<file path="src/hdl/pmt_pkg.sv">
package pmt_pkg;
   localparam int unsigned PMT_AW = 8;
   localparam logic [PMT_AW-1:0] PMT_OFS_COUNT = 8'h00;
   localparam logic [PMT_AW-1:0] PMT_OFS_PERIOD = 8'h04;
   localparam logic [PMT_AW-1:0] PMT_OFS_CONTROL = 8'h08;
   localparam logic [PMT_AW-1:0] PMT_OFS_FLAGS = 8'h0c;
   localparam logic [PMT_AW-1:0] PMT_OFS_ENABLES = 8'h10;

   localparam logic [7:0] PMT_COUNT_RST = 8'h00;
   localparam logic [7:0] PMT_PERIOD_RST = 8'hff;
   localparam logic [6:0] PMT_CONTROL_RST = 7'h00;

   // control field layout; PMT_IRQ_BIT is the flags/enables bit, not a control bit
   localparam int unsigned PMT_PRE_LSB = 0;
   localparam int unsigned PMT_RUN_BIT = 2;
   localparam int unsigned PMT_POST_LSB = 3;
   localparam int unsigned PMT_IRQ_BIT = 1;

   localparam logic [1:0] PMT_PRE_DIV1 = 2'h0;
   localparam logic [1:0] PMT_PRE_DIV4 = 2'h1;
   localparam logic [3:0] PMT_PRE_LAST1 = 4'h0;
   localparam logic [3:0] PMT_PRE_LAST4 = 4'h3;
   localparam logic [3:0] PMT_PRE_LAST16 = 4'hf;
endpackage

</file>
<file path="src/hdl/pmt_timer.sv">
// Chosen here: the APB slave port and the address map.
`timescale 1ns/1ps
module pmt_timer
   import pmt_pkg::*;
(
   input wire logic CLOCK,
   input wire logic ARST_N,
   input wire logic PSEL,
   input wire logic PENABLE,
   input wire logic PWRITE,
   input wire logic [PMT_AW-1:0] PADDR,
   input wire logic [31:0] PWDATA,
   output logic [31:0] PRDATA,
   output logic PREADY,
   output logic PSLVERR,
   output logic MATCH_PULSE,
   output logic IRQ
);

   logic [7:0] count_q;
   logic [7:0] period_q;
   logic [6:0] control_q;
   logic [3:0] pre_q;
   logic [3:0] post_q;
   logic flag_q;
   logic enable_q;
   logic match_q;
   logic [31:0] rdata_q;

   logic access;
   logic setup;
   logic wr_count;
   logic wr_period;
   logic wr_control;
   logic wr_enables;
   logic rd_flags;
   logic run;
   logic tick;
   logic equal;
   logic match_now;
   logic post_done;
   logic [1:0] pre_sel;
   logic [3:0] post_sel;

   function automatic logic [3:0] pre_last(input logic [1:0] sel);
      if (sel == PMT_PRE_DIV1) begin
         pre_last = PMT_PRE_LAST1;
      end else if (sel == PMT_PRE_DIV4) begin
         pre_last = PMT_PRE_LAST4;
      end else begin
         pre_last = PMT_PRE_LAST16;
      end
   endfunction

   function automatic logic mapped(input logic [PMT_AW-1:0] a);
      mapped = (a == PMT_OFS_COUNT) || (a == PMT_OFS_PERIOD) || (a == PMT_OFS_CONTROL) ||
               (a == PMT_OFS_FLAGS) || (a == PMT_OFS_ENABLES);
   endfunction

   // zero-wait slave: every access phase completes at once
   assign PREADY = 1'b1;
   assign PSLVERR = access && !mapped(PADDR);
   assign setup = PSEL && !PENABLE;
   assign access = PSEL && PENABLE;
   assign wr_count = access && PWRITE && (PADDR == PMT_OFS_COUNT);
   assign wr_period = access && PWRITE && (PADDR == PMT_OFS_PERIOD);
   assign wr_control = access && PWRITE && (PADDR == PMT_OFS_CONTROL);
   assign wr_enables = access && PWRITE && (PADDR == PMT_OFS_ENABLES);
   assign rd_flags = access && !PWRITE && (PADDR == PMT_OFS_FLAGS);

   assign pre_sel = control_q[PMT_PRE_LSB +: 2];
   assign post_sel = control_q[PMT_POST_LSB +: 4];
   assign run = control_q[PMT_RUN_BIT];
   assign tick = run && (pre_q == pre_last(pre_sel));
   assign equal = (count_q == period_q);
   // a count or control write in the same cycle wins over the timer's own step
   assign match_now = tick && equal && !wr_count && !wr_control;
   assign post_done = match_now && (post_q == post_sel);

   assign MATCH_PULSE = match_q;
   assign IRQ = flag_q && enable_q;

   always_ff @(posedge CLOCK or negedge ARST_N) begin
      if (!ARST_N) begin
         count_q <= PMT_COUNT_RST;
      end else if (wr_count) begin
         count_q <= PWDATA[7:0];
      end else if (match_now) begin
         count_q <= PMT_COUNT_RST;
      end else if (tick && !wr_control) begin
         count_q <= count_q + 8'h01;
      end
   end

   always_ff @(posedge CLOCK or negedge ARST_N) begin
      if (!ARST_N) begin
         period_q <= PMT_PERIOD_RST;
      end else if (wr_period) begin
         period_q <= PWDATA[7:0];
      end
   end

   always_ff @(posedge CLOCK or negedge ARST_N) begin
      if (!ARST_N) begin
         control_q <= PMT_CONTROL_RST;
      end else if (wr_control) begin
         control_q <= PWDATA[6:0];
      end
   end

   always_ff @(posedge CLOCK or negedge ARST_N) begin
      if (!ARST_N) begin
         pre_q <= 4'h0;
      end else if (wr_count || wr_control) begin
         pre_q <= 4'h0;
      end else if (tick) begin
         pre_q <= 4'h0;
      end else if (run) begin
         pre_q <= pre_q + 4'h1;
      end
   end

   always_ff @(posedge CLOCK or negedge ARST_N) begin
      if (!ARST_N) begin
         post_q <= 4'h0;
      end else if (wr_count || wr_control) begin
         post_q <= 4'h0;
      end else if (post_done) begin
         post_q <= 4'h0;
      end else if (match_now) begin
         post_q <= post_q + 4'h1;
      end
   end

   always_ff @(posedge CLOCK or negedge ARST_N) begin
      if (!ARST_N) begin
         match_q <= 1'b0;
      end else begin
         match_q <= match_now;
      end
   end

   // set beats the read-clear so an event landing on the read is kept
   always_ff @(posedge CLOCK or negedge ARST_N) begin
      if (!ARST_N) begin
         flag_q <= 1'b0;
      end else if (post_done) begin
         flag_q <= 1'b1;
      end else if (rd_flags) begin
         flag_q <= 1'b0;
      end
   end

   always_ff @(posedge CLOCK or negedge ARST_N) begin
      if (!ARST_N) begin
         enable_q <= 1'b0;
      end else if (wr_enables) begin
         enable_q <= PWDATA[PMT_IRQ_BIT];
      end
   end

   // read data captured in the setup cycle; an event landing there is reported
   // too, since the access edge that follows clears the flag
   always_ff @(posedge CLOCK or negedge ARST_N) begin
      if (!ARST_N) begin
         rdata_q <= 32'h0000_0000;
      end else if (setup && !PWRITE) begin
         rdata_q <= 32'h0000_0000;
         unique case (PADDR)
            PMT_OFS_COUNT: rdata_q[7:0] <= count_q;
            PMT_OFS_PERIOD: rdata_q[7:0] <= period_q;
            PMT_OFS_CONTROL: rdata_q[6:0] <= control_q;
            PMT_OFS_FLAGS: rdata_q[PMT_IRQ_BIT] <= flag_q || post_done;
            PMT_OFS_ENABLES: rdata_q[PMT_IRQ_BIT] <= enable_q;
            default: rdata_q <= 32'h0000_0000;
         endcase
      end
   end

   assign PRDATA = rdata_q;

   // checker-only: run cycles since the last clean prescaler tick
   logic [4:0] tick_gap_q;
   logic tick_clean_q;
   // checker-only: matches since the last clean postscale event
   logic [4:0] match_seen_q;
   logic post_clean_q;

   always_ff @(posedge CLOCK or negedge ARST_N) begin
      if (!ARST_N) begin
         tick_gap_q <= 5'h00;
      end else if (tick) begin
         tick_gap_q <= 5'h00;
      end else if (run) begin
         tick_gap_q <= tick_gap_q + 5'h01;
      end
   end

   // a count or control write restarts both scalers, so the span it cuts is not judged
   always_ff @(posedge CLOCK or negedge ARST_N) begin
      if (!ARST_N) begin
         tick_clean_q <= 1'b0;
      end else if (wr_count || wr_control) begin
         tick_clean_q <= 1'b0;
      end else if (tick) begin
         tick_clean_q <= 1'b1;
      end
   end

   always_ff @(posedge CLOCK or negedge ARST_N) begin
      if (!ARST_N) begin
         match_seen_q <= 5'h00;
      end else if (post_done) begin
         match_seen_q <= 5'h00;
      end else if (match_now) begin
         match_seen_q <= match_seen_q + 5'h01;
      end
   end

   always_ff @(posedge CLOCK or negedge ARST_N) begin
      if (!ARST_N) begin
         post_clean_q <= 1'b0;
      end else if (wr_count || wr_control) begin
         post_clean_q <= 1'b0;
      end else if (post_done) begin
         post_clean_q <= 1'b1;
      end
   end

   AST_CNT_STEP: assert property (@(posedge CLOCK) disable iff (!ARST_N)
      tick && !equal && !wr_count && !wr_control |=> count_q == $past(count_q) + 8'h01)
      else $error("count did not step on tick");

   AST_PRE_DIV4: assert property (@(posedge CLOCK) disable iff (!ARST_N)
      tick && tick_clean_q && pre_sel == PMT_PRE_DIV4 |-> tick_gap_q == 5'(PMT_PRE_LAST4))
      else $error("divide by four tick at wrong spacing");

   AST_PRE_DIV16: assert property (@(posedge CLOCK) disable iff (!ARST_N)
      tick && tick_clean_q && pre_sel[1] |-> tick_gap_q == 5'(PMT_PRE_LAST16))
      else $error("divide by sixteen tick at wrong spacing");

   AST_PRE_DIV1: assert property (@(posedge CLOCK) disable iff (!ARST_N)
      run && tick_clean_q && pre_sel == PMT_PRE_DIV1 |-> tick)
      else $error("undivided prescaler skipped a cycle");

   AST_MATCH_CAUSE: assert property (@(posedge CLOCK) disable iff (!ARST_N)
      MATCH_PULSE |-> $past(count_q == period_q) && $past(run))
      else $error("match pulse without equal count");

   AST_MATCH_CLEAR: assert property (@(posedge CLOCK) disable iff (!ARST_N)
      MATCH_PULSE |-> count_q == 8'h00)
      else $error("count not cleared after match");

   AST_WRITE_CLEARS: assert property (@(posedge CLOCK) disable iff (!ARST_N)
      wr_count || wr_control |=> pre_q == 4'h0 && post_q == 4'h0)
      else $error("scalers not cleared by write");

   AST_CTRL_KEEPS: assert property (@(posedge CLOCK) disable iff (!ARST_N)
      wr_control && !wr_count |=> count_q == $past(count_q))
      else $error("control write changed count");

   AST_FLAG_SET: assert property (@(posedge CLOCK) disable iff (!ARST_N)
      match_now && post_q == post_sel |=> flag_q && post_q == 4'h0)
      else $error("flag not set at postscale end");

   AST_IRQ_GATE: assert property (@(posedge CLOCK) disable iff (!ARST_N)
      post_done && enable_q && !wr_enables |=> IRQ)
      else $error("enabled match event raised no interrupt");

   AST_STOP_HOLD: assert property (@(posedge CLOCK) disable iff (!ARST_N)
      !run && !wr_count && !wr_control |=> $stable(count_q) && $stable(pre_q) &&
      $stable(post_q) && !MATCH_PULSE)
      else $error("stopped timer moved");

   AST_BIT7_ZERO: assert property (@(posedge CLOCK) disable iff (!ARST_N)
      access && !PWRITE && PADDR == PMT_OFS_CONTROL |-> PRDATA[7] == 1'b0)
      else $error("control bit 7 read nonzero");

   AST_POST_RATIO: assert property (@(posedge CLOCK) disable iff (!ARST_N)
      match_now && post_clean_q |-> post_done == (match_seen_q == 5'(post_sel)))
      else $error("postscale event at wrong match count");

   AST_FLAG_HOLD: assert property (@(posedge CLOCK) disable iff (!ARST_N)
      flag_q && !rd_flags |=> flag_q)
      else $error("match flag dropped without a read");

   AST_FLAG_SEEN: assert property (@(posedge CLOCK) disable iff (!ARST_N)
      setup && !PWRITE && PADDR == PMT_OFS_FLAGS && (flag_q || post_done)
      |=> PRDATA[PMT_IRQ_BIT])
      else $error("flag read missed a pending event");

   AST_COUNT_WRITE: assert property (@(posedge CLOCK) disable iff (!ARST_N)
      wr_count |=> count_q == $past(PWDATA[7:0]))
      else $error("count write not stored");

   AST_PERIOD_WRITE: assert property (@(posedge CLOCK) disable iff (!ARST_N)
      wr_period |=> period_q == $past(PWDATA[7:0]))
      else $error("period write not stored");

   AST_ENABLE_WRITE: assert property (@(posedge CLOCK) disable iff (!ARST_N)
      wr_enables |=> enable_q == $past(PWDATA[PMT_IRQ_BIT]))
      else $error("enable write not stored");

   COV_MATCH: cover property (@(posedge CLOCK) disable iff (!ARST_N) MATCH_PULSE);
   COV_IRQ: cover property (@(posedge CLOCK) disable iff (!ARST_N) $rose(IRQ));
   COV_SET_ON_CLEAR: cover property (@(posedge CLOCK) disable iff (!ARST_N)
      post_done && rd_flags);
   COV_DIV16_MATCH: cover property (@(posedge CLOCK) disable iff (!ARST_N)
      match_now && pre_sel[1] && post_sel != 4'h0);
   COV_CLEAN_DIV4: cover property (@(posedge CLOCK) disable iff (!ARST_N)
      tick && tick_clean_q && pre_sel == PMT_PRE_DIV4);

endmodule // pmt_timer

</file>
<file path="config.mk">
export PLATFORM = sky130hd
export DESIGN_NAME = pmt_timer
export DESIGN_NICKNAME = d
export VERILOG_FILES = /design/src/hdl/pmt_pkg.sv /design/src/hdl/pmt_timer.sv
export SDC_FILE = /design/constraint.sdc
export NUM_CORES = 1
export LEC_CHECK = 0
export BUFFER_PORTS_ARGS = -buffer_cell sky130_fd_sc_hd__buf_2
export CAP_MARGIN = 5
export CORE_MARGIN = 10
export CORE_UTILIZATION = 45
export DETAILED_ROUTE_END_ITERATION = 6
export PLACE_DENSITY = 0.72
export SYNTH_ARGS = -nofsm -noshare
export SYNTH_HDL_FRONTEND = slang
export SYNTH_SLANG_ARGS = --single-unit
</file>
<file path="constraint.sdc">
create_clock -name CLOCK -period 2.5 [get_ports CLOCK]
set_clock_uncertainty 0.05 [all_clocks]
set_input_delay 0.125 -clock CLOCK [delete_from_list [all_inputs] [get_ports CLOCK]]
set_output_delay 0.125 -clock CLOCK [all_outputs]
set_load 0.03 [all_outputs]
</file>
# Word level (Yosys, flattened, before mapping)
# Index checks and enable logic that the tools add are counted.
# totals
register_bits,42
input_bits,45
output_inout_bits,36
wordCells,72
# classes
add_sub_neg,3
n_eq_ne,8
n_mux,17
n_reduce_logical,35
# ops
operator,n
two-way mux 4 bit,8
two-way mux 8 bit,3
logical AND 1 bit,18
== test 8 x 4 -> 1 bit (second input constant),2
case mux 5 bit (3 select lines),1
nonzero test 3 bit,3
adder 4 x 1 -> 4 bit (second input constant),2
adder 8 x 1 -> 8 bit (second input constant),1
== test 4 bit,2
== test 8 x 3 -> 1 bit (second input constant),1
== test 8 x 5 -> 1 bit (second input constant),1
== test 8 bit,1
logical NOT 8 bit,1
logical OR 1 bit,6
logical NOT 1 bit,5
case mux 1 bit (5 select lines),1
case mux 1 bit (3 select lines),1
== test 2 x 1 -> 1 bit (second input constant),1
logical NOT 2 bit,1
two-way mux 1 bit,2
case mux 1 bit (2 select lines),1
nonzero test 2 bit,1

# Logic depth before layout (Yosys ltp)
# logic_depth
word_depth,11
mapped_depth,7
mapped_depth_nobuf,6

# Worst setup path after synthesis
# OpenSTA, ideal clock, no wires.
# synth_path
kind,reg-to-reg
start,register control_q[1]
end,register post_q[3]
setup_ns,0.078
arrival_time_ns,2.005
t_required_ns,2.372
setup_slack_ns,0.367
path_stages_with_launch,7
n_path_buf,1
synth_period_minus_slack_ns,2.133
path_cell_list,dfrtp_1 -> nor3_1 -> o221ai_2 -> or3_1 -> buf_6 -> or4_1 -> a21oi_1
# synth_between
elab_chain_cells,11
word_cells_on_any_way,13
cone_classes,eq/ne: 2; mux: 4; reduce/logical: 7
# synth_lines
element,line_no,source
start: declaration,pmt_timer.sv:22,logic [6:0] control_q;
start signal: assignment,pmt_timer.sv:107,control_q <= PWDATA[6:0];
== test 2 x 1 -> 1 bit,pmt_timer.sv:48,end else if (sel == PMT_PRE_DIV4) begin
two-way mux 4 bit,pmt_timer.sv:48,
two-way mux 4 bit (*),pmt_timer.sv:46,if (sel == PMT_PRE_DIV1) begin
== test 4 bit (*),pmt_timer.sv:74,assign tick = run && (pre_q == pre_last(pre_sel));
logical AND 1 bit (*),pmt_timer.sv:74,
logical AND 1 bit (*) (3 in series),pmt_timer.sv:77,assign match_now = tick && equal && !wr_count && !wr_control;
logical AND 1 bit,pmt_timer.sv:78,assign post_done = match_now && (post_q == post_sel);
two-way mux 4 bit,pmt_timer.sv:128,end else if (post_done) begin
two-way mux 4 bit,pmt_timer.sv:126,end else if (wr_count || wr_control) begin
end signal: assignment,pmt_timer.sv:131,post_q <= post_q + 4'h1;
end: declaration,pmt_timer.sv:24,logic [3:0] post_q;
# Every way passes the cells marked *; elsewhere a longest branch is shown, timed or not.
# A chain may end at the register's enable or synchronous reset.

# Worst setup path after layout
# Same ends and word-level chain as after synthesis.

==> summary.txt <==
final instance area = 2939 sq um
type of the most critical hold path = in -> reg
number of setup violations in the final report = 0
Post-CTS Hold Buffers = 1
worst rel slew slack = 36.51%
clock sinks = 42
count of max-cap constraint violations = 0
last weighted congestion value of the routability-driven placer = 0.8465
Die X = 96.36 um
unrepaired setup endpoints after global routing = false
crit path capture type = flop
type of element launching the critical path = flop
number of enable flip-flop cells after synthesis = 0
number of search-and-repair iterations in the first detailed-routing pass = 4
Cells on Worst Hold Path = 2
drc violations = 0
Setup TNS = 0 ps
Min-Delay Endpoint = period_q[7]
Routed Wire Length = 6099 um
Yosys warning total = 0
cell count of the worst reg-to-reg path = 5
die area = 9285 sq um
via count normalized by instance count = 5.599
Overflow after GRT = 0
data arrival time at the worst-slack endpoint = 2510 ps
outcome = completed
total number of vias = 2083
average size of a mapped cell = 9.939 sq um
ys flop type = dfrtp_1
count of antenna-violating nets left after detailed routing = 0
synthesized flop and latch total = 42
post-synthesis sequential area ratio = 40.44%
H-Tree Depth = 2
CP max-delay cell = or4_1
nets@finish = 347
CTS root buffer = clkbuf_8
top-level port count = 81
number of failing hold endpoints at the final stage = 0
initial drt markers = 151
reg-to-reg critical path endpoint = post_q[3]
via count of the first global-routing pass = 1928
Initial Util = 47.07%
filler cell count in the final layout = 513
dominant delay contributor by cell family on the critical path = simple AND/OR/NAND/NOR gates
slew at the pin with the worst max-slew slack = 952.4 ps
number of cells in the finished layout apart from fillers = 372
portion of synthesized cell area occupied by the leading cell type = 32.43%
share of final-layout standard cells stronger than drive strength 1 = 28.67%
first-pass GRT wire length = 9528 um
Area growth syn-to-layout = 12.02%
number of rows in the core area = 27
number of buffers created by CTS = 5
largest area contributor in the netlist = dfrtp_1
IR Drop Worst-Case VDD = 207.2 uV
worst path required time = 2670 ps
buffers inserted during post-CTS setup optimization = 0
slowest cell delay on critical path = 540 ps
worst r2r src = control_q[1]
maximum number of pins on one net before global-route repair = 43
power density relative to cell area = 550.9 nW/um^2
detailed placer's ending HPWL = 4576 um
series of cell instances along the critical path = nor3_1, o221ai_2, or3_1, or4_1, a21oi_1
top area cells in the synthesized netlist = dfrtp_1, dfstp_2, buf_4, mux2_2, a22o_1
cell count after synthesis = 264
Cell variety after synth = 49
post-synthesis async set-or-reset flop share = 100.0%
setup slack of the worst register-to-register path = 160 ps
Antenna Cells = 0
fraction of the cycle the final worst path needs = 93.47%
maximum clock insertion buffer count = 2
Critical path buffers and inverters = 0
TritonCTS clock tree = yes
startpoint-to-endpoint class of the critical path = reg -> reg
global-route total usage across every layer = 12.91%
overall power after layout = 1.619 mW
min cycle time layout = 2337 ps
Clk pin slew, worst setup/hold paths = 90 ps
quantity of gates resized following cts = 0
# port buffers = 31
Floorplan Core Area = 5574 sq um
Placed Cells incl. Taps = 363
timing-limited maximum frequency = 0.4279 GHz
total count of max-transition violations in the final report = 0
startpoint of the lowest-slack hold path = PWDATA[7]
Static Leak = 1.354 nW
largest fanout on the critical path = 8
antenna violations before repair = 0
cell area reported after detailed placement = 2786 sq um
Synth Cell Area = 2624 sq um
Routed wire per std cell = 16.40 um
Die Y-Extent = 96.36 um
clock latency on the worst-skew pair = 300 ps
[cell usage in the layout (no fill, tap or decap), drive strengths merged, types with 2 or more instances in the layout]
cell type  instances
buf               41
o31ai              4
a22oi              2
nand3              9
nor2              12
nand2             26
o21ai             16
xnor2              8
nor4               6
dfstp              8
nand4              3
mux2              16
nand3b             2
dfrtp             34
or2                3
a22o              12
clkbuf             6
conb              25
bufinv             2
a21oi              7
or3                3
nor3               3
and3               3
o211ai             2
or4                3
inv                5
ha                 3
mux2i             10
a31oi              3
o41ai              6
xor2               5
nand2b             2
[synth_stat cells (6+ instances only)]
cell and n:
mux2i_1 10, nand3_1 8, a22o_1 12, xnor2_1 8
o41ai_1 6, buf_4 25, dfrtp_1 34, nor2_1 12
a21oi_1 7, clkbuf_1 7, dfstp_2 8, o21ai_0 16
nand2_1 26, mux2_2 16
[sequential cells by signal (all words and copies together), names as in the netlist]
register / count
period_q: 8
enable_q: 1
flag_q: 1
PRDATA: 8
post_q: 4
pre_q: 4
control_q: 7
MATCH_PULSE: 1
count_q: 8
[worst register-to-register path, delay by kind of cell, from the launching register on]
family,cells,cell delay [ps]
compound gates,2,330
simple gates,3,1410
flops,1,470
[cell type report]
type                       count  area [sq um]  area share, %
tap                           72         90.09          3.065
clock inverter                 2         60.06          2.043
timing repair buffer          42         240.2          8.174
sequential                    42          1061          36.10
clock buffer                   6         82.58          2.810
multi-input combinational    203          1386          47.17
inverter                       5         18.77         0.6386
[layer usage]
metal	global-route usage [%]	share of wire, %	vias up
met5	0	0	-
met1	17.31	44	1020
met2	19.45	44	76
met4	3.390	0.84	0
met3	4.358	11	6
li1	-	-	981
[power breakdown]
part | leakage (nW) | internal [mW] | switching [mW] | total, mW
clock | 0.0714 | 0.426 | 0.244 | 0.670
combinational | 0.760 | 0.0623 | 0.133 | 0.195
sequential | 0.522 | 0.711 | 0.0434 | 0.754
[cells by family (layout without fill, tap and decap cells)]
| logic type | count (synthesis) | after routing | share of synthesized area (%) |
|---|---|---|---|
| DFF | 42 | 42 | 40.44 |
| buffers and inverters | 42 | 55 | 10.01 |
| muxes | 26 | 26 | 10.68 |
| xor gates and xnor gates | 13 | 13 | 4.340 |
| AOI/OAI and AO/OA | 57 | 57 | 15.50 |
| and+or+nand+nor | 79 | 79 | 17.31 |
| adders and majority gates | 3 | 3 | 1.431 |
| other | 2 | 25 | 0.2862 |
[stage by stage]
step,utilization [%],setup WS (ps),hold slack (ps)
after CTS,52.73,170.2,21.63
final,52.73,163.2,20.43
after floorplan,-,366.8,-220.6
after global routing,52.73,87.70,37.77
after global placement,49.99,245.0,280.6
after detailed placement,49.99,203.6,280.4
[worst max-delay path by stage]
stage / from / depth (start not counted) / endpoint
floorplan: control_q[1] / 6 / post_q[3]
global placement: PADDR[4] / 7 / count_q[7]
detailed placement: control_q[1] / 5 / post_q[3]
CTS: control_q[1] / 5 / post_q[3]
global route: control_q[1] / 5 / post_q[3]
finish: control_q[1] / 5 / post_q[3]
Note: power is estimated with default switching activity, not from simulation.
